===== src/hdl/tpw_defines.vh =====
`ifndef TPW_DEFINES_VH
`define TPW_DEFINES_VH

// ----------------------------------------
// register indices (byte address = index * 4)
// ----------------------------------------
`define TPW_IDX_TCC_VALUE 6'h01
`define TPW_IDX_TCC_CTRL 6'h07
`define TPW_IDX_WDT_CTRL 6'h08
`define TPW_IDX_CNT_CTRL 6'h09
`define TPW_IDX_PWT_CTRL 6'h0a
`define TPW_IDX_COMMAND 6'h10
`define TPW_IDX_PRESET0 6'h11
`define TPW_IDX_RUN_CTRL 6'h15
`define TPW_IDX_WDT_COUNT 6'h16
`define TPW_IDX_COUNT0 6'h17

// ----------------------------------------
// field positions
// ----------------------------------------
`define TPW_WDT_EN_BIT 3
`define TPW_TCC_SRC_BIT 5
`define TPW_TCC_EDGE_BIT 4
`define TPW_TCC_PSC_BIT 3
`define TPW_CMD_WDT_CLR_BIT 0
`define TPW_CMD_SLEEP_BIT 1

// ----------------------------------------
// reset values
// ----------------------------------------
`define TPW_TCC_CTRL_RST 6'h3f
`define TPW_WDT_CTRL_RST 4'h0
`define TPW_CNT_CTRL_RST 8'h00
`define TPW_PWT_CTRL_RST 8'h00

// ----------------------------------------
// operating modes and counts
// ----------------------------------------
`define TPW_MODE_SLEEP 2'h3
`define TPW_WDT_TOP 8'hff

`endif


===== src/hdl/tpw_timer_unit.v =====
`timescale 1ns/1ps
// Function
// - watchdog enable bit three switches watchdog
// - watchdog runs from sub-oscillator clock
// - watchdog rate field, 1:1 up to 1:128
// - counter2 source bit seven, sub/main
// - counter2 scale bits 6:4, 1:2 to 1:256
// - counter1 source bit three, sub/main
// - counter1 scale bits 2:0, 1:2 to 1:256
// - low-pulse timer source bit seven
// - low-pulse timer scale bits 6:4
// - high-pulse timer source bit three
// - high-pulse timer scale bits 2:0
// - time counter and watchdog own 8-bit prescalers
// - time counter write clears its prescaler
// - watchdog clear or sleep clears prescaler
// - 8-bit time counter counts instruction cycles
// - external source counts selected pin edges
// - watchdog keeps counting without main oscillator
// - enabled time-out resets device when awake
// - watchdog enable changes take effect immediately
// - time-out is ratio*256 over half sub clock
// - prescale-enable off gives 1:1 time counter
// - time counter source: instruction clock or pin
// - edge select: zero rising, one falling
// - down-counters reload preset after event
`include "tpw_defines.vh"

module tpw_timer_unit (
  // ahb-lite slave
  input wire hclk,
  input wire hresetn,
  input wire hsel,
  input wire [31:0] haddr,
  input wire [1:0] htrans,
  input wire hwrite,
  input wire [2:0] hsize,
  input wire [31:0] hwdata,
  input wire hready,
  output wire hreadyout,
  output wire hresp,
  output reg [31:0] hrdata,
  // clock sources, sampled as levels
  input wire sub_oscillator_clock,
  input wire main_oscillator_clock,
  input wire instr_cycle_tick,
  input wire time_counter_pin,
  // core events
  input wire watchdog_clear_instruction,
  input wire sleep_instruction,
  input wire [1:0] op_mode,
  // results
  output reg watchdog_reset_req,
  output reg time_counter_overflow,
  output reg [3:0] timer_event
);

  // ----------------------------------------
  // helpers
  // ----------------------------------------
  // terminal value of a prescaler count; from_two selects the 1:2 based tables
  function [7:0] scale_top;
    input [2:0] code;
    input from_two;
    reg [8:0] ratio;
    begin
      ratio = from_two ? (9'h002 << code) : (9'h001 << code);
      scale_top = ratio[7:0] - 8'h01;
    end
  endfunction

  // true when a bus index selects timer n of a four-entry block
  function idx_is;
    input [5:0] idx;
    input [5:0] base;
    input [1:0] n;
    begin
      idx_is = (idx == base + {4'h0, n});
    end
  endfunction

  // ----------------------------------------
  // bus address phase
  // ----------------------------------------
  // zero wait states: reads are served from the address phase,
  // writes land at the edge that closes their data phase
  reg wr_pend_r;
  reg [5:0] wr_idx_r;
  wire addr_ok = hsel & htrans[1] & hready;
  wire [5:0] a_idx = haddr[7:2];
  wire wr_now = wr_pend_r;
  wire [7:0] wdat = hwdata[7:0];

  assign hreadyout = 1'b1;
  assign hresp = 1'b0;

  always @(posedge hclk or negedge hresetn) begin
    if (!hresetn) begin
      wr_pend_r <= 1'b0;
      wr_idx_r <= 6'h00;
    end else begin
      wr_pend_r <= addr_ok & hwrite;
      wr_idx_r <= a_idx;
    end
  end

  // ----------------------------------------
  // control registers
  // ----------------------------------------
  reg [5:0] tcc_ctrl_r;
  reg [3:0] wdt_ctrl_r;
  reg [7:0] cnt_ctrl_r;
  reg [7:0] pwt_ctrl_r;
  reg [3:0] run_r;
  reg [7:0] preset_r [0:3];
  integer j;

  wire tcc_wr = wr_now & (wr_idx_r == `TPW_IDX_TCC_VALUE);
  wire cmd_wr = wr_now & (wr_idx_r == `TPW_IDX_COMMAND);
  wire wdt_clear = watchdog_clear_instruction | sleep_instruction |
                   (cmd_wr & (wdat[`TPW_CMD_WDT_CLR_BIT] | wdat[`TPW_CMD_SLEEP_BIT]));

  always @(posedge hclk or negedge hresetn) begin
    if (!hresetn) begin
      tcc_ctrl_r <= `TPW_TCC_CTRL_RST;
      wdt_ctrl_r <= `TPW_WDT_CTRL_RST;
      cnt_ctrl_r <= `TPW_CNT_CTRL_RST;
      pwt_ctrl_r <= `TPW_PWT_CTRL_RST;
      run_r <= 4'h0;
      for (j = 0; j < 4; j = j + 1) begin
        preset_r[j] <= 8'h00;
      end
    end else if (wr_now) begin
      case (wr_idx_r)
        `TPW_IDX_TCC_CTRL: tcc_ctrl_r <= wdat[5:0];
        `TPW_IDX_WDT_CTRL: wdt_ctrl_r <= wdat[3:0];
        `TPW_IDX_CNT_CTRL: cnt_ctrl_r <= wdat;
        `TPW_IDX_PWT_CTRL: pwt_ctrl_r <= wdat;
        `TPW_IDX_RUN_CTRL: run_r <= wdat[3:0];
        default: begin
          for (j = 0; j < 4; j = j + 1) begin
            if (idx_is(wr_idx_r, `TPW_IDX_PRESET0, j[1:0])) begin
              preset_r[j] <= wdat;
            end
          end
        end
      endcase
    end
  end

  // ----------------------------------------
  // field decode
  // ----------------------------------------
  wire watchdog_enable_bit = wdt_ctrl_r[`TPW_WDT_EN_BIT];
  wire [2:0] watchdog_rate_select = wdt_ctrl_r[2:0];
  wire time_counter_source_select = tcc_ctrl_r[`TPW_TCC_SRC_BIT];
  wire time_counter_edge_select = tcc_ctrl_r[`TPW_TCC_EDGE_BIT];
  wire time_counter_prescale_on = tcc_ctrl_r[`TPW_TCC_PSC_BIT];
  wire [2:0] time_counter_rate_select = tcc_ctrl_r[2:0];
  wire counter1_source_select = cnt_ctrl_r[3];
  wire [2:0] counter1_scale_select = cnt_ctrl_r[2:0];
  wire counter2_source_select = cnt_ctrl_r[7];
  wire [2:0] counter2_scale_select = cnt_ctrl_r[6:4];
  wire high_pulse_source_select = pwt_ctrl_r[3];
  wire [2:0] high_pulse_scale_select = pwt_ctrl_r[2:0];
  wire low_pulse_source_select = pwt_ctrl_r[7];
  wire [2:0] low_pulse_scale_select = pwt_ctrl_r[6:4];

  // ----------------------------------------
  // source edge detection
  // ----------------------------------------
  // oscillator and pin levels are sampled by hclk, so each must stay
  // high and low for at least one hclk period or edges are lost
  reg sub_prev_r;
  reg main_prev_r;
  reg pin_prev_r;

  always @(posedge hclk or negedge hresetn) begin
    if (!hresetn) begin
      sub_prev_r <= 1'b0;
      main_prev_r <= 1'b0;
      pin_prev_r <= 1'b0;
    end else begin
      sub_prev_r <= sub_oscillator_clock;
      main_prev_r <= main_oscillator_clock;
      pin_prev_r <= time_counter_pin;
    end
  end

  wire sub_edge = sub_oscillator_clock & ~sub_prev_r;
  wire main_edge = main_oscillator_clock & ~main_prev_r;
  wire pin_rise = time_counter_pin & ~pin_prev_r;
  wire pin_fall = ~time_counter_pin & pin_prev_r;

  // ----------------------------------------
  // time clock counter
  // ----------------------------------------
  reg [7:0] tcc_pre_r;
  reg [7:0] tcc_cnt_r;
  reg tcc_edge_src;

  always @* begin
    if (time_counter_source_select) begin
      tcc_edge_src = time_counter_edge_select ? pin_fall : pin_rise;
    end else begin
      tcc_edge_src = instr_cycle_tick;
    end
  end

  wire [7:0] tcc_top = time_counter_prescale_on ?
                       scale_top(time_counter_rate_select, 1'b1) : 8'h00;
  wire tcc_hit = tcc_edge_src & (tcc_pre_r >= tcc_top);

  always @(posedge hclk or negedge hresetn) begin
    if (!hresetn) begin
      tcc_pre_r <= 8'h00;
      tcc_cnt_r <= 8'h00;
      time_counter_overflow <= 1'b0;
    end else begin
      time_counter_overflow <= 1'b0;
      // a value write both loads the count and restarts the prescaler
      if (tcc_wr) begin
        tcc_pre_r <= 8'h00;
        tcc_cnt_r <= wdat;
      end else if (tcc_hit) begin
        tcc_pre_r <= 8'h00;
        tcc_cnt_r <= tcc_cnt_r + 8'h01;
        time_counter_overflow <= (tcc_cnt_r == 8'hff);
      end else if (tcc_edge_src) begin
        tcc_pre_r <= tcc_pre_r + 8'h01;
      end
    end
  end

  // ----------------------------------------
  // watchdog
  // ----------------------------------------
  // counts on every second sub-oscillator edge whatever the main oscillator does
  reg wdt_half_r;
  reg [7:0] wdt_pre_r;
  reg [7:0] wdt_cnt_r;
  wire wdt_src = sub_edge & wdt_half_r;
  // the count runs while disabled; enable only gates the reset request,
  // so enabling late can fire soon after unless software clears first
  wire [7:0] wdt_top = scale_top(watchdog_rate_select, 1'b0);
  wire wdt_hit = wdt_src & (wdt_pre_r >= wdt_top);

  always @(posedge hclk or negedge hresetn) begin
    if (!hresetn) begin
      wdt_half_r <= 1'b0;
      wdt_pre_r <= 8'h00;
      wdt_cnt_r <= 8'h00;
      watchdog_reset_req <= 1'b0;
    end else begin
      watchdog_reset_req <= 1'b0;
      if (wdt_clear) begin
        wdt_half_r <= 1'b0;
        wdt_pre_r <= 8'h00;
        wdt_cnt_r <= 8'h00;
      end else begin
        if (sub_edge) begin
          wdt_half_r <= ~wdt_half_r;
        end
        if (wdt_hit) begin
          wdt_pre_r <= 8'h00;
          wdt_cnt_r <= wdt_cnt_r + 8'h01;
          // enable is sampled live so a late disable still blocks the reset
          watchdog_reset_req <= (wdt_cnt_r == `TPW_WDT_TOP) &
                                watchdog_enable_bit &
                                (op_mode != `TPW_MODE_SLEEP);
        end else if (wdt_src) begin
          wdt_pre_r <= wdt_pre_r + 8'h01;
        end
      end
    end
  end

  // ----------------------------------------
  // preset down-counters
  // ----------------------------------------
  // index 0 counter1, 1 counter2, 2 high pulse, 3 low pulse
  // a preset write restarts the division period of that timer
  wire [3:0] src_sel = {low_pulse_source_select, high_pulse_source_select,
                        counter2_source_select, counter1_source_select};
  wire [11:0] code_sel = {low_pulse_scale_select, high_pulse_scale_select,
                          counter2_scale_select, counter1_scale_select};
  reg [3:0] act_src_r;
  reg [2:0] act_code_r [0:3];
  reg [7:0] pre_r [0:3];
  reg [7:0] count_r [0:3];
  // per-timer source edge from the select that is in force
  wire [3:0] tick_v;
  integer i;

  assign tick_v[0] = act_src_r[0] ? main_edge : sub_edge;
  assign tick_v[1] = act_src_r[1] ? main_edge : sub_edge;
  assign tick_v[2] = act_src_r[2] ? main_edge : sub_edge;
  assign tick_v[3] = act_src_r[3] ? main_edge : sub_edge;

  always @(posedge hclk or negedge hresetn) begin
    if (!hresetn) begin
      act_src_r <= 4'h0;
      timer_event <= 4'h0;
      for (i = 0; i < 4; i = i + 1) begin
        act_code_r[i] <= 3'h0;
        pre_r[i] <= 8'h00;
        count_r[i] <= 8'h00;
      end
    end else begin
      for (i = 0; i < 4; i = i + 1) begin
        timer_event[i] <= 1'b0;
        if (tick_v[i]) begin
          // a new select is taken only on its old source edge, but pre_r is not cleared,
          // so the first division period after a change can be partial and still emit a pulse
          act_src_r[i] <= src_sel[i];
          act_code_r[i] <= code_sel[3*i +: 3];
        end
        if (wr_now && idx_is(wr_idx_r, `TPW_IDX_PRESET0, i[1:0])) begin
          pre_r[i] <= 8'h00;
          count_r[i] <= wdat;
        end else if (tick_v[i] && pre_r[i] >= scale_top(act_code_r[i], 1'b1)) begin
          pre_r[i] <= 8'h00;
          if (run_r[i]) begin
            if (count_r[i] == 8'h00) begin
              count_r[i] <= preset_r[i];
              timer_event[i] <= 1'b1;
            end else begin
              count_r[i] <= count_r[i] - 8'h01;
            end
          end
        end else if (tick_v[i]) begin
          pre_r[i] <= pre_r[i] + 8'h01;
        end
      end
    end
  end

  // ----------------------------------------
  // read data
  // ----------------------------------------
  reg [7:0] rd_byte;

  always @* begin
    rd_byte = 8'h00;
    case (a_idx)
      `TPW_IDX_TCC_VALUE: rd_byte = tcc_cnt_r;
      `TPW_IDX_TCC_CTRL: rd_byte = {2'h0, tcc_ctrl_r};
      `TPW_IDX_WDT_CTRL: rd_byte = {4'h0, wdt_ctrl_r};
      `TPW_IDX_CNT_CTRL: rd_byte = cnt_ctrl_r;
      `TPW_IDX_PWT_CTRL: rd_byte = pwt_ctrl_r;
      `TPW_IDX_RUN_CTRL: rd_byte = {4'h0, run_r};
      `TPW_IDX_WDT_COUNT: rd_byte = wdt_cnt_r;
      `TPW_IDX_PRESET0: rd_byte = preset_r[0];
      `TPW_IDX_PRESET0 + 6'h01: rd_byte = preset_r[1];
      `TPW_IDX_PRESET0 + 6'h02: rd_byte = preset_r[2];
      `TPW_IDX_PRESET0 + 6'h03: rd_byte = preset_r[3];
      `TPW_IDX_COUNT0: rd_byte = count_r[0];
      `TPW_IDX_COUNT0 + 6'h01: rd_byte = count_r[1];
      `TPW_IDX_COUNT0 + 6'h02: rd_byte = count_r[2];
      `TPW_IDX_COUNT0 + 6'h03: rd_byte = count_r[3];
      default: rd_byte = 8'h00;
    endcase
  end

  always @(posedge hclk or negedge hresetn) begin
    if (!hresetn) begin
      hrdata <= 32'h00000000;
    end else if (addr_ok & ~hwrite) begin
      hrdata <= {24'h000000, rd_byte};
    end
  end

endmodule


===== config.mk =====
export PLATFORM = sky130hd
export DESIGN_NAME = tpw_timer_unit
export DESIGN_NICKNAME = d
export VERILOG_FILES = /design/src/hdl/tpw_timer_unit.v
export VERILOG_INCLUDE_DIRS = /design/src /design/src/hdl
export SDC_FILE = /design/constraint.sdc
export NUM_CORES = 1
export LEC_CHECK = 0
export BUFFER_PORTS_ARGS = -buffer_cell sky130_fd_sc_hd__buf_2
export CAP_MARGIN = 20
export CORE_MARGIN = 10
export CORE_UTILIZATION = 40
export CTS_BUF_LIST = sky130_fd_sc_hd__clkbuf_8
export DETAILED_ROUTE_END_ITERATION = 12
export PLACE_DENSITY_LB_ADDON = 0.15
export SLEW_MARGIN = 20
export SYNTH_ARGS = -nofsm -noshare
export SYNTH_HDL_FRONTEND = slang
export SYNTH_SLANG_ARGS = --single-unit

===== constraint.sdc =====
create_clock -name hclk -period 3.6 [get_ports hclk]
set_input_delay 0.36 -clock hclk [delete_from_list [all_inputs] [get_ports hclk]]
set_output_delay 0.36 -clock hclk [all_outputs]
set_load 0.02 [all_outputs]

==> impl_metrics.json <==
{
  "timing.fmax_mhz": 318.5,
  "dieArea_um2": 35610,
  "synth.distinct_cells": 70,
  "cts_resized": 0,
  "finalSetupTns_ns": 0,
  "wl_um": 32840,
  "post_cts_buffers": 0,
  "synth_compound_area_share_pct": 16.28,
  "synthTopCellsByCount": "nand2_1 (221), dfrtp_1 (193), nor2_1 (111)",
  "layout.cells.non_filler": 1704,
  "min_path_cells": 1,
  "ant_nets": 0,
  "synth_top_cell_area_share_pct": 42.43,
  "die_w_um": 188.7,
  "cts_tree": "yes",
  "synth_ff_type": "dfrtp_1",
  "crit_start": "wdt_ctrl_r[2]$_DFFE_PN0P_",
  "ctsLongestPathBuffers": 2,
  "synth.most_common_cell": "nand2_1",
  "powerDensity_nw_per_um2": 528.4,
  "p_leak_nw": 5.435,
  "dp_cells": 1664,
  "synth_edf_count": 0,
  "dp_hpwl_um": 23810,
  "cp-end-kind": "register",
  "tightest_slew_ns": 1.067,
  "yosys.area.top_type": "dfrtp_1",
  "fin_skew_ns": 0.02160,
  "vias_per_cell": 5.572,
  "slew_viol_final": 0,
  "cts_sinks": 199,
  "r2r_cells": 13,
  "synth-adder-area-share_pct": 6.705,
  "yosysSeqAreaShare_pct": 43.81,
  "synth_area_um2": 11380,
  "cts-root-buf": "clkbuf_8",
  "num_rows": 61,
  "grt-ovfl-total": 0,
  "fin_crit_sh_pct": 87.21,
  "grt_setup_unrepaired": "no",
  "avgRoutedWirePerCell_um": 19.27,
  "n_fill_cell": 2796,
  "antennaDiodeCount": 0,
  "r2r_end": "wdt_cnt_r[3]$_DFFE_PN0P_",
  "gr-usage-all-layers_pct": 18.49,
  "cp.arrival_ns": 3.57,
  "synthCells": 1262,
  "multi_input_area_um2": 6028,
  "ys_ff_latch": 199,
  "fin_crit_ns": 3.139,
  "critPathRequiredTime_ns": 4.03,
  "hold_class": "in2reg",
  "start_util_pct": 40.75,
  "clk_pin_slew_ns": 0.11,
  "cts_made_buffers": 17,
  "drtIter0Drc": 883,
  "relSlewSlack_pct": 28.20,
  "final_hold_viol_count": 0,
  "synth_mux_area_share_pct": 4.023,
  "r2r-start": "wdt_ctrl_r[2]$_DFFE_PN0P_",
  "coreArea_um2": 27930,
  "port_buffers": 41,
  "yosysWarningCount": 0,
  "drtPass1Iterations": 6,
  "grt_pass1_vias": 9079,
  "whs_ns": 0.06025,
  "clock_latency_ns": 0.50,
  "path_class": "reg2reg",
  "vias": 9494,
  "endpoint": "wdt_cnt_r[3]$_DFFE_PN0P_",
  "antenna_found_initial": 1,
  "fin_nets": 1456,
  "synth_area_per_cell_um2": 9.020,
  "crit_fanout": 8,
  "cp-start-kind": "register",
  "area_growth_pct": 9.475,
  "grt_pass1_wl_um": 52560,
  "setup_viol": 0,
  "worstHoldStart": "haddr[3]",
  "register_area_um2": 4987,
  "drive_above_1_share_pct": 11.99,
  "cap_violations": 0,
  "max-vdd-ir-drop_mv": 0.2777,
  "gp_congestion": 0.9074,
  "drc_errors": 0,
  "synth-simple-area-share_pct": 21.68,
  "htreeDepth": 4,
  "grt_max_degree": 106,
  "ios": 122,
  "run_status": "finished, final reports clean",
  "synth_xor_area_share_pct": 3.385,
  "synth_area_leaders": "dfrtp_1 (42%), nand2_1 (7.3%), ha_1 (6.7%), o21ai_0 (4.3%), mux2_2 (3.8%)",
  "synth-async-reset-ratio_pct": 100.0,
  "die_y_um": 188.7,
  "r2r_slack_ns": 0.46,
  "synth_top_family_by_area": "simple AND/OR/NAND/NOR gates"
}
cell type report:
cell class              instances  area share (%)
multi-input cells             999           48.37
clock buffers                  17           1.877
flip-flops and latches        199           40.02
well taps                     378           3.795
clock inverters                15           1.255
inverters                      24          0.7229
repair buffers                 72           3.956
layout by cell type (no fill, tap or decap), types with 7 or more instances in the layout:
cell,Yosys,routed
a211oi_1,15,15
a21oi_1,74,74
a221oi_1,7,7
a22o_1,9,9
a22oi_1,35,35
a31oi_1,8,8
and3_1,14,14
buf_2,3,40
buf_4,28,21
clkbuf_8,0,17
conb_1,2,27
dfrtp_1,193,193
dlygate4sd3_1,0,8
ha_1,61,61
inv_1,24,24
mux2_2,38,38
nand2_1,221,221
nand2b_1,15,15
nand3_1,46,46
nand3b_1,11,11
nand4_1,18,18
nor2_1,111,111
nor3_1,29,29
o21ai_0,97,97
o21ai_1,10,10
or3_1,11,11
xnor2_1,20,20
xor2_1,24,24
sequential cells by signal, summed over array words and instances, names as in the netlist, 12 cells and up:
register and count:
preset_r 32, act_code_r 12, count_r 32, pre_r 32
worst min-delay path by stage:
stage | endpoint
after floorplan | act_code_r[0]$_DFFE_PN0P_
after global placement | hrdata[7]$_DFFE_PN0P_
after detailed placement | hrdata[6]$_DFFE_PN0P_
after CTS | wr_idx_r[4]$_DFF_PN0_
after global routing | wr_idx_r[1]$_DFF_PN0_
final | wr_idx_r[1]$_DFF_PN0_
timing repair:
action | CTS | global route
setup endpoints to repair | 0 | 0
hold buffers | 6 | 2
hold endpoints to repair | 107 | 2
worst max-delay path, stage by stage, from the launching register on:
cell and delay, ns:
dfrtp_1 0.48, or3_1 0.40, ha_1 0.28, nor3_1 0.16
a21oi_1 0.06, o21a_1 0.18, ha_1 0.27, nand4_1 0.07
or3_1 0.36, a21oi_2 0.23, buf_4 0.20, nand4_1 0.12
xor2_1 0.16, nor2_1 0.10
power by group:
part           leakage, nW  internal [mW]  switching [mW]
registers             2.42           2.61           0.586
clock network        0.196          0.579           0.917
logic                 2.82          0.824            1.07
metrics by stage:
| step | instance area, µm² | total power [mW] | utilization (%) | setup WS [ns] |
|---|---|---|---|---|
| global placement | 11990 | 5.066 | 42.93 | 0.5223 |
| global route | 12460 | 7.084 | 44.61 | 0.2086 |
| floorplan | 11480 | 4.539 | - | 0.3996 |
| detailed placement | 11990 | 5.107 | 42.93 | 0.4901 |
| finish | 12460 | 6.585 | 44.61 | 0.4606 |
| CTS | 12440 | 6.620 | 44.54 | 0.4555 |
cells by family (layout without fill, tap and decap cells):
group,Yosys count,in the layout
and+or+nand+nor,526,526
AOI/OAI and AO/OA,300,300
DFF,199,199
buffers and inverters,89,128
adders and majority gates,61,61
xor gates and xnor gates,44,44
muxes,41,41
other,2,27
routing by layer:
metal / track usage, % / vias to the layer above / wire [µm]
li1: - / 4575 / -
met1: 25.68 / 4605 / 15330
met2: 28.22 / 266 / 14960
met3: 3.490 / 46 / 1716
met4: 6.227 / 2 / 825
met5: 0 / - / 7
Note: power is estimated with default switching activity, not from simulation.
